--- config.mk ---
export PLATFORM = sky130hd
export DESIGN_NAME = gpio_output_signal_select
export DESIGN_NICKNAME = d
export VERILOG_FILES = /design/src/rtl/gpio_sel_pkg.sv /design/src/rtl/event_bus_if.sv /design/src/rtl/pin_signal_mux.sv /design/src/rtl/gpio_output_signal_select.sv
export VERILOG_INCLUDE_DIRS = /design/src /design/src/rtl
export SDC_FILE = /design/constraint.sdc
export NUM_CORES = 1
export LEC_CHECK = 0
export CORE_UTILIZATION = 50
export CTS_CLUSTER_DIAMETER = 80
export CTS_CLUSTER_SIZE = 24
export DETAILED_ROUTE_END_ITERATION = 8
export DONT_BUFFER_PORTS = 1
export HOLD_SLACK_MARGIN = 0.06
export REMOVE_ABC_BUFFERS = 1
export SYNTH_ARGS = -nofsm -noshare
export SYNTH_HDL_FRONTEND = slang
export SYNTH_HIERARCHICAL = 1
export SYNTH_SLANG_ARGS = --single-unit
--- constraint.sdc ---
create_clock -name clk_i -period 3.61 [get_ports clk_i]
set_input_delay 0.722 -clock clk_i [delete_from_list [all_inputs] [get_ports clk_i]]
set_output_delay 0.722 -clock clk_i [all_outputs]
set_load 0.1 [all_outputs]
--- src/rtl/gpio_sel_map.svh ---
// output source selector constants: widths, reset value, selector codes and groups
// assumes inclusion by bare name from the package and the design modules
`ifndef GPIO_SEL_MAP_SVH
`define GPIO_SEL_MAP_SVH

`define SEL_WIDTH          7
`define PIN_COUNT          4
`define SLOT_COUNT         12
`define SEL_RESET          7'h00

// lower single codes
`define CODE_LOGIC0        7'h00
`define CODE_LOGIC1        7'h01
`define CODE_IRQ_X         7'h02
`define CODE_IRQ_Y         7'h03
`define CODE_AMP1          7'h08
`define CODE_AMP2          7'h09
`define CODE_AMP3          7'h0A
`define CODE_AMP4          7'h0B
`define CODE_AMP_ANY       7'h0C
`define CODE_OSC_DIV64     7'h0F
`define CODE_TS_PATTERN    7'h10
`define CODE_SLEEP         7'h11
`define CODE_LF_OSC        7'h16
`define CODE_HF_OSC        7'h17
`define CODE_OSC_DIV32     7'h18

// slot active window codes
`define CODE_ACT_A         7'h20
`define CODE_ACT_B         7'h21
`define CODE_ACT_C         7'h22
`define CODE_ACT_GAP       7'h23
`define CODE_ACT_D         7'h24
`define CODE_ACT_E         7'h25
`define CODE_ACT_F         7'h26
`define CODE_ACT_G         7'h27
`define CODE_ACT_H         7'h28
`define CODE_ACT_I         7'h29
`define CODE_ACT_J         7'h2A
`define CODE_ACT_K         7'h2B
`define CODE_ACT_L         7'h2C

// upper three bits pick the group, low nibble the slot
`define GRP_LOW0           3'h0
`define GRP_LOW1           3'h1
`define GRP_ACTIVE         3'h2
`define GRP_LED            3'h3
`define GRP_MOD            3'h4
`define GRP_DATA           3'h5
`define GRP_FIRST_UNUSED   3'h6
`define NIBBLE_ANY         4'hF
`define SLOT_NIBBLE_LIMIT  4'hC

`endif

--- src/rtl/gpio_sel_pkg.sv ---
// types shared by the pin output selector and its per-pin mux
// assumes the map header sits beside this file
`include "gpio_sel_map.svh"
package gpio_sel_pkg;
   typedef logic [`SEL_WIDTH-1:0]  sel_code_t;
   typedef logic [`SLOT_COUNT-1:0] slot_vec_t;
   typedef logic [`PIN_COUNT-1:0]  pin_vec_t;
endpackage

--- src/rtl/event_bus_if.sv ---
// sequencer event bundle handed from the top to every pin mux
// assumes all members are driven on clk_i by the top
`timescale 1ns/100ps
interface event_bus_if;
   import gpio_sel_pkg::*;
   slot_vec_t   slot_active;
   slot_vec_t   led_pulse;
   slot_vec_t   mod_pulse;
   slot_vec_t   data_cycle;
   logic        irq_x;
   logic        irq_y;
   logic [3:0]  amp_en;
   logic        osc_div64;
   logic        ts_pattern;
   logic        sleep;
   logic        lf_osc;
   logic        hf_osc;
   logic        osc_div32;
   modport src (output slot_active, led_pulse, mod_pulse, data_cycle, irq_x, irq_y, amp_en,
                osc_div64, ts_pattern, sleep, lf_osc, hf_osc, osc_div32);
   modport dst (input  slot_active, led_pulse, mod_pulse, data_cycle, irq_x, irq_y, amp_en,
                osc_div64, ts_pattern, sleep, lf_osc, hf_osc, osc_div32);
endinterface

--- src/rtl/pin_signal_mux.sv ---
// one pin: decodes its selector code onto the event bundle, registered output
// assumes events and selector are on clk_i, reset synchronous active low
`timescale 1ns/100ps
`include "gpio_sel_map.svh"
module pin_signal_mux (
   input  wire logic                  clk_i,
   input  wire logic                  reset_n_i,
   event_bus_if.dst                   ev,
   input  wire gpio_sel_pkg::sel_code_t sel_i,
   output logic                       pin_o
);
   import gpio_sel_pkg::*;

   logic pin_next;

   // pick one slot by nibble, nibbles past the last slot give low
   function automatic logic slot_bit(input slot_vec_t v, input logic [3:0] n);
      slot_bit = 1'b0;
      if (n < `SLOT_NIBBLE_LIMIT) begin
         slot_bit = v[n];
      end
   endfunction

   // slot group: single slot or all slots merged
   function automatic logic group_bit(input slot_vec_t v, input logic [3:0] n);
      if (n == `NIBBLE_ANY) begin
         group_bit = |v;
      end else begin
         group_bit = slot_bit(v, n);
      end
   endfunction

   // slot active windows, the hole at the gap code stays low
   function automatic logic active_bit(input slot_vec_t v, input sel_code_t c);
      active_bit = 1'b0;
      case (c)
         `CODE_ACT_A: active_bit = v[0];
         `CODE_ACT_B: active_bit = v[1];
         `CODE_ACT_C: active_bit = v[2];
         `CODE_ACT_D: active_bit = v[3];
         `CODE_ACT_E: active_bit = v[4];
         `CODE_ACT_F: active_bit = v[5];
         `CODE_ACT_G: active_bit = v[6];
         `CODE_ACT_H: active_bit = v[7];
         `CODE_ACT_I: active_bit = v[8];
         `CODE_ACT_J: active_bit = v[9];
         `CODE_ACT_K: active_bit = v[10];
         `CODE_ACT_L: active_bit = v[11];
         default:     active_bit = 1'b0;
      endcase
   endfunction

   // code decode, illegal groups and holes drive low
   always_comb begin
      pin_next = 1'b0;
      unique case (sel_i[6:4])
         `GRP_LOW0, `GRP_LOW1: begin
            case (sel_i)
               `CODE_LOGIC1:     pin_next = 1'b1;
               `CODE_IRQ_X:      pin_next = ev.irq_x;
               `CODE_IRQ_Y:      pin_next = ev.irq_y;
               `CODE_AMP1:       pin_next = ev.amp_en[0];
               `CODE_AMP2:       pin_next = ev.amp_en[1];
               `CODE_AMP3:       pin_next = ev.amp_en[2];
               `CODE_AMP4:       pin_next = ev.amp_en[3];
               `CODE_AMP_ANY:    pin_next = |ev.amp_en;
               `CODE_OSC_DIV64:  pin_next = ev.osc_div64;
               `CODE_TS_PATTERN: pin_next = ev.ts_pattern;
               `CODE_SLEEP:      pin_next = ev.sleep;
               `CODE_LF_OSC:     pin_next = ev.lf_osc;
               `CODE_HF_OSC:     pin_next = ev.hf_osc;
               `CODE_OSC_DIV32:  pin_next = ev.osc_div32;
               default:          pin_next = 1'b0;
            endcase
         end
         `GRP_ACTIVE: pin_next = active_bit(ev.slot_active, sel_i);
         `GRP_LED:    pin_next = group_bit(ev.led_pulse, sel_i[3:0]);
         `GRP_MOD:    pin_next = group_bit(ev.mod_pulse, sel_i[3:0]);
         `GRP_DATA:   pin_next = group_bit(ev.data_cycle, sel_i[3:0]);
         default:     pin_next = 1'b0;
      endcase
   end

   // registered pin level
   always_ff @(posedge clk_i) begin
      if (!reset_n_i) begin
         pin_o <= 1'b0;
      end else begin
         pin_o <= pin_next;
      end
   end
endmodule

--- src/rtl/gpio_output_signal_select.sv ---
// general-purpose pin output source selectors and their registered pin drivers
// assumes every event input is made by sequencer logic on clk_i, so none is synchronised
// Function
// - a slot active code drives the pin high for exactly as long as that slot is active.
// - codes for slots A to L in order make the pin follow that slot's LED pulses.
// - the any-LED code drives the pin high whenever any slot pulses its LED.
// - codes for slots A to L in order make the pin follow that slot's modulation pulses.
// - the any-modulation code drives the pin high whenever any slot modulates.
// - codes for slots A to L in order mark each output data cycle of that slot on the pin.
// - the any-data code marks an output data cycle of any slot on the pin.
// - each pin has its own seven-bit writable selector that resets to zero.
// - every pin decodes the same code set, lower constant, interrupt and clock codes included.
// - slot active codes start with slot A at the first code and B and C right after it.
`timescale 1ns/100ps
`include "gpio_sel_map.svh"
module gpio_output_signal_select (
   input  wire logic                    clk_i,
   input  wire logic                    reset_n_i,
   input  wire gpio_sel_pkg::pin_vec_t  sel_wr_en_i,
   input  wire gpio_sel_pkg::sel_code_t sel_wr_data_i,
   input  wire gpio_sel_pkg::slot_vec_t slot_active_i,
   input  wire gpio_sel_pkg::slot_vec_t slot_led_pulse_i,
   input  wire gpio_sel_pkg::slot_vec_t slot_mod_pulse_i,
   input  wire gpio_sel_pkg::slot_vec_t slot_data_cycle_i,
   input  wire logic                    irq_x_i,
   input  wire logic                    irq_y_i,
   input  wire logic [3:0]              led_amp_en_i,
   input  wire logic                    osc_div64_i,
   input  wire logic                    ts_pattern_i,
   input  wire logic                    sleep_i,
   input  wire logic                    lf_osc_i,
   input  wire logic                    hf_osc_i,
   input  wire logic                    osc_div32_i,
   output gpio_sel_pkg::sel_code_t      per_pin_output_source_field_o [`PIN_COUNT],
   output gpio_sel_pkg::pin_vec_t       gpio_o
);
   import gpio_sel_pkg::*;

   sel_code_t   per_pin_output_source_field_reg [`PIN_COUNT];
   event_bus_if ev ();

   // selector fields, one write strobe per pin
   always_ff @(posedge clk_i) begin
      for (int k = 0; k < `PIN_COUNT; k++) begin
         if (!reset_n_i) begin
            per_pin_output_source_field_reg[k] <= `SEL_RESET;
         end else if (sel_wr_en_i[k]) begin
            per_pin_output_source_field_reg[k] <= sel_wr_data_i;
         end
      end
   end

   // selector readback
   always_comb begin
      for (int k = 0; k < `PIN_COUNT; k++) begin
         per_pin_output_source_field_o[k] = per_pin_output_source_field_reg[k];
      end
   end

   // event bundle shared by all pins
   assign ev.slot_active = slot_active_i;
   assign ev.led_pulse   = slot_led_pulse_i;
   assign ev.mod_pulse   = slot_mod_pulse_i;
   assign ev.data_cycle  = slot_data_cycle_i;
   assign ev.irq_x       = irq_x_i;
   assign ev.irq_y       = irq_y_i;
   assign ev.amp_en      = led_amp_en_i;
   assign ev.osc_div64   = osc_div64_i;
   assign ev.ts_pattern  = ts_pattern_i;
   assign ev.sleep       = sleep_i;
   assign ev.lf_osc      = lf_osc_i;
   assign ev.hf_osc      = hf_osc_i;
   assign ev.osc_div32   = osc_div32_i;

   // identical decoder on every pin
   for (genvar g = 0; g < `PIN_COUNT; g++) begin : g_pin
      pin_signal_mux u_mux (
         .clk_i     (clk_i),
         .reset_n_i (reset_n_i),
         .ev        (ev),
         .sel_i     (per_pin_output_source_field_reg[g]),
         .pin_o     (gpio_o[g])
      );
   end

   // helpers for the checks below, pin 0 and pin 1
   sel_code_t  s0;
   sel_code_t  s1;
   logic [2:0] grp0;
   logic [3:0] nib0;
   assign s0   = per_pin_output_source_field_reg[0];
   assign s1   = per_pin_output_source_field_reg[1];
   assign grp0 = s0[6:4];
   assign nib0 = s0[3:0];
endmodule

==> reports/qor.yml <==
routed_wl_um: 15100
min_to: "per_pin_output_source_field_reg[1][1]"
slew_viol_final: 0
antenna_found_initial: 0
startpoint: "per_pin_output_source_field_reg[1][0]"
clockBufferDepth: 2
h-tree-depth: 2
cts-buffers-inserted: 5
dieArea_um2: 9060
wl_per_cell_um: 27.2
drt_iter0_drc: 432
period_minus_slack_ps: 2510
synth_warnings: 6
finalCritPeriodShare_pct: 69.5
cp-end-kind: "flip-flop"
final_common_cell: "nand2_1"
postCtsSetupBuffers: 0
r2r_start: "per_pin_output_source_field_reg[1][0]"
cts_tree: "built"
p_leak_nw: 1.56
cts_resized: 0
syn_area_um2: 4340
grt_max_degree: 37
tns_ps: 0
async_flop_share_pct: 0
grt_use_met2_pct: 52.3
synth_edf_count: 28
route.detailed.drc: 0
drv_cap: 0
rsz0062_at_grt: "false"
routed_via_density: 7.68
clk_pin_slew_ps: 80
dp_hpwl_um: 11000
area_growth_syn_to_layout_pct: 6.60
path_class: "flip-flop to flip-flop"
setup_viol: 0
rows: 33
cp_max_fo: 11
fp.dieW_um: 95.2
cp.required_ps: 3770
initial_core_util_pct: 52.3
arrival_ps: 2670
hold_viol: 0
vdd_drop_max_mv: 0.247
grt_busiest_layer: "met2"
root_buffer: "clkbuf_8"
firstDrtPassIters: 5
hold_start: "reset_n_i"
clock_skew_ps: 9.56
relSlewSlack_pct: 28.7
critPathLaunchType: "flip-flop"
outcome: "finished clean"
io-pin-count: 105
reg2reg_slack_ps: 1100
path_cells: "buf_4 -> mux4_2 -> nand2_1 -> o21ai_0 -> a21oi_1 -> o221ai_1"
clk_latency_ps: 290
gr-usage-all-layers_pct: 34.2
r2r_end: "g_pin[1].u_mux/pin_o"
largest_reg_flops: 28
seq_area_frac_synth_pct: 21.2
cp_slowest_cell: "edfxtp_1"
clkSinkCount: 32
r2r_cells: 6
met3_usage_pct: 6.06
grt-ovfl-total: 0
postRouteAntennaNets: 0
synth.area.top_cells: "edfxtp_1, mux4_2, mux4_1"
synth_top_area_share_pct: 19.4
synth_top_flop_cell: "edfxtp_1"
syn_area_per_cell_um2: 9.54
synth_cell_types: 40
placedCellCount: 545
yosysTopAreaCell: "edfxtp_1"
grt_pass1_vias: 4037
portBuffers: 0
layout_common_cells: "nand2_1, nor4_1, and3_1, edfxtp_1"
core_um2: 8300
vias: 4248
grtUsageMet1_pct: 47.9
nets: 520
hold_buffers: 0
hold_path_depth: 1
drive_gt1_share_pct: 16.1
place_area_um2: 4520
ys_ff_latch: 32
fin_area_um2: 4630
p_per_area_nw_per_um2: 342
antenna_cells: 0
worst_slew_pin_slew_ps: 1070
hold_path.class: "input port to flip-flop"
syn_inst: 455
die_y_um: 95.2
slowest_delay_ps: 760
max_freq_mhz: 399
place_congestion: 0.960
fin_cells: 553
grt_pass1_wl_um: 22800
## per-layer routing
metal | share of wire [%] | wire length [um]
met1 | 41 | 6200
met2 | 46 | 6890
met3 | 9.3 | 1400
met4 | 3.8 | 568
met5 | 0 | 0
## power breakdown
group / leakage, nW / internal [W] / switching, W
registers: 0.334 / 0.000439 / 0.000190
clock network: 0.0541 / 0.000204 / 0.000144
logic: 1.17 / 0.000252 / 0.000355
## worst max-delay path, delay by kind of cell (launching register included)
family | cells | cell delay [ps]
flops | 1 | 760
mux | 1 | 550
compound gates | 3 | 550
buf+inv | 1 | 440
simple gates | 1 | 70
## worst max-delay path by stage
stage | endpoint | slack, ps | cells past startpoint
after floorplan | g_pin[1].u_mux/pin_o | 710 | 6
after global placement | g_pin[1].u_mux/pin_o | 1130 | 6
after detailed placement | g_pin[1].u_mux/pin_o | 1140 | 6
after CTS | g_pin[1].u_mux/pin_o | 1110 | 6
after global routing | g_pin[1].u_mux/pin_o | 1010 | 6
final | g_pin[1].u_mux/pin_o | 1100 | 6
## Yosys cell counts (all sizes together), types with 7 or more instances
| master | count |
|---|---|
| nor4 | 36 |
| mux4 | 44 |
| o211ai | 12 |
| o21ai | 16 |
| nand2 | 40 |
| buf | 36 |
| nand3 | 20 |
| and3 | 28 |
| edfxtp | 28 |
| a21oi | 24 |
| nor2 | 20 |
| a32oi | 8 |
| a31oi | 12 |
| clkbuf | 7 |
| mux2i | 12 |
| nor2b | 20 |
| nor3b | 8 |
| nand4b | 8 |
| nand3b | 8 |
| nand2b | 14 |
## final cells by class
type / instances / area, um^2
inverter: 4 / 15.0
clock inverter: 3 / 42.5
tap: 105 / 131
clock buffer: 5 / 68.8
multi-input combinational: 376 / 3160
sequential: 32 / 921
timing repair buffer: 28 / 290
fill: 748 / 3670
## kinds of logic after synthesis
family | after synthesis | share of synthesized area, %
buffers and inverters | 47 | 6.02
and+or+nand+nor | 208 | 26.9
DFF | 32 | 21.2
AOI/OAI and AO/OA | 108 | 17.5
muxes | 60 | 28.3
## through the flow
step                total power (W)  setup WS (ps)  utilization [%]  hold slack (ps)
floorplan                   0.00107            710                -              938
global placement            0.00123           1130             54.4              761
detailed placement          0.00124           1140             54.4              752
CTS                         0.00158           1110             55.8              646
global route                0.00164           1010             55.8              642
finish                      0.00158           1100             55.8              647
Power figures use the tool's default switching activity.
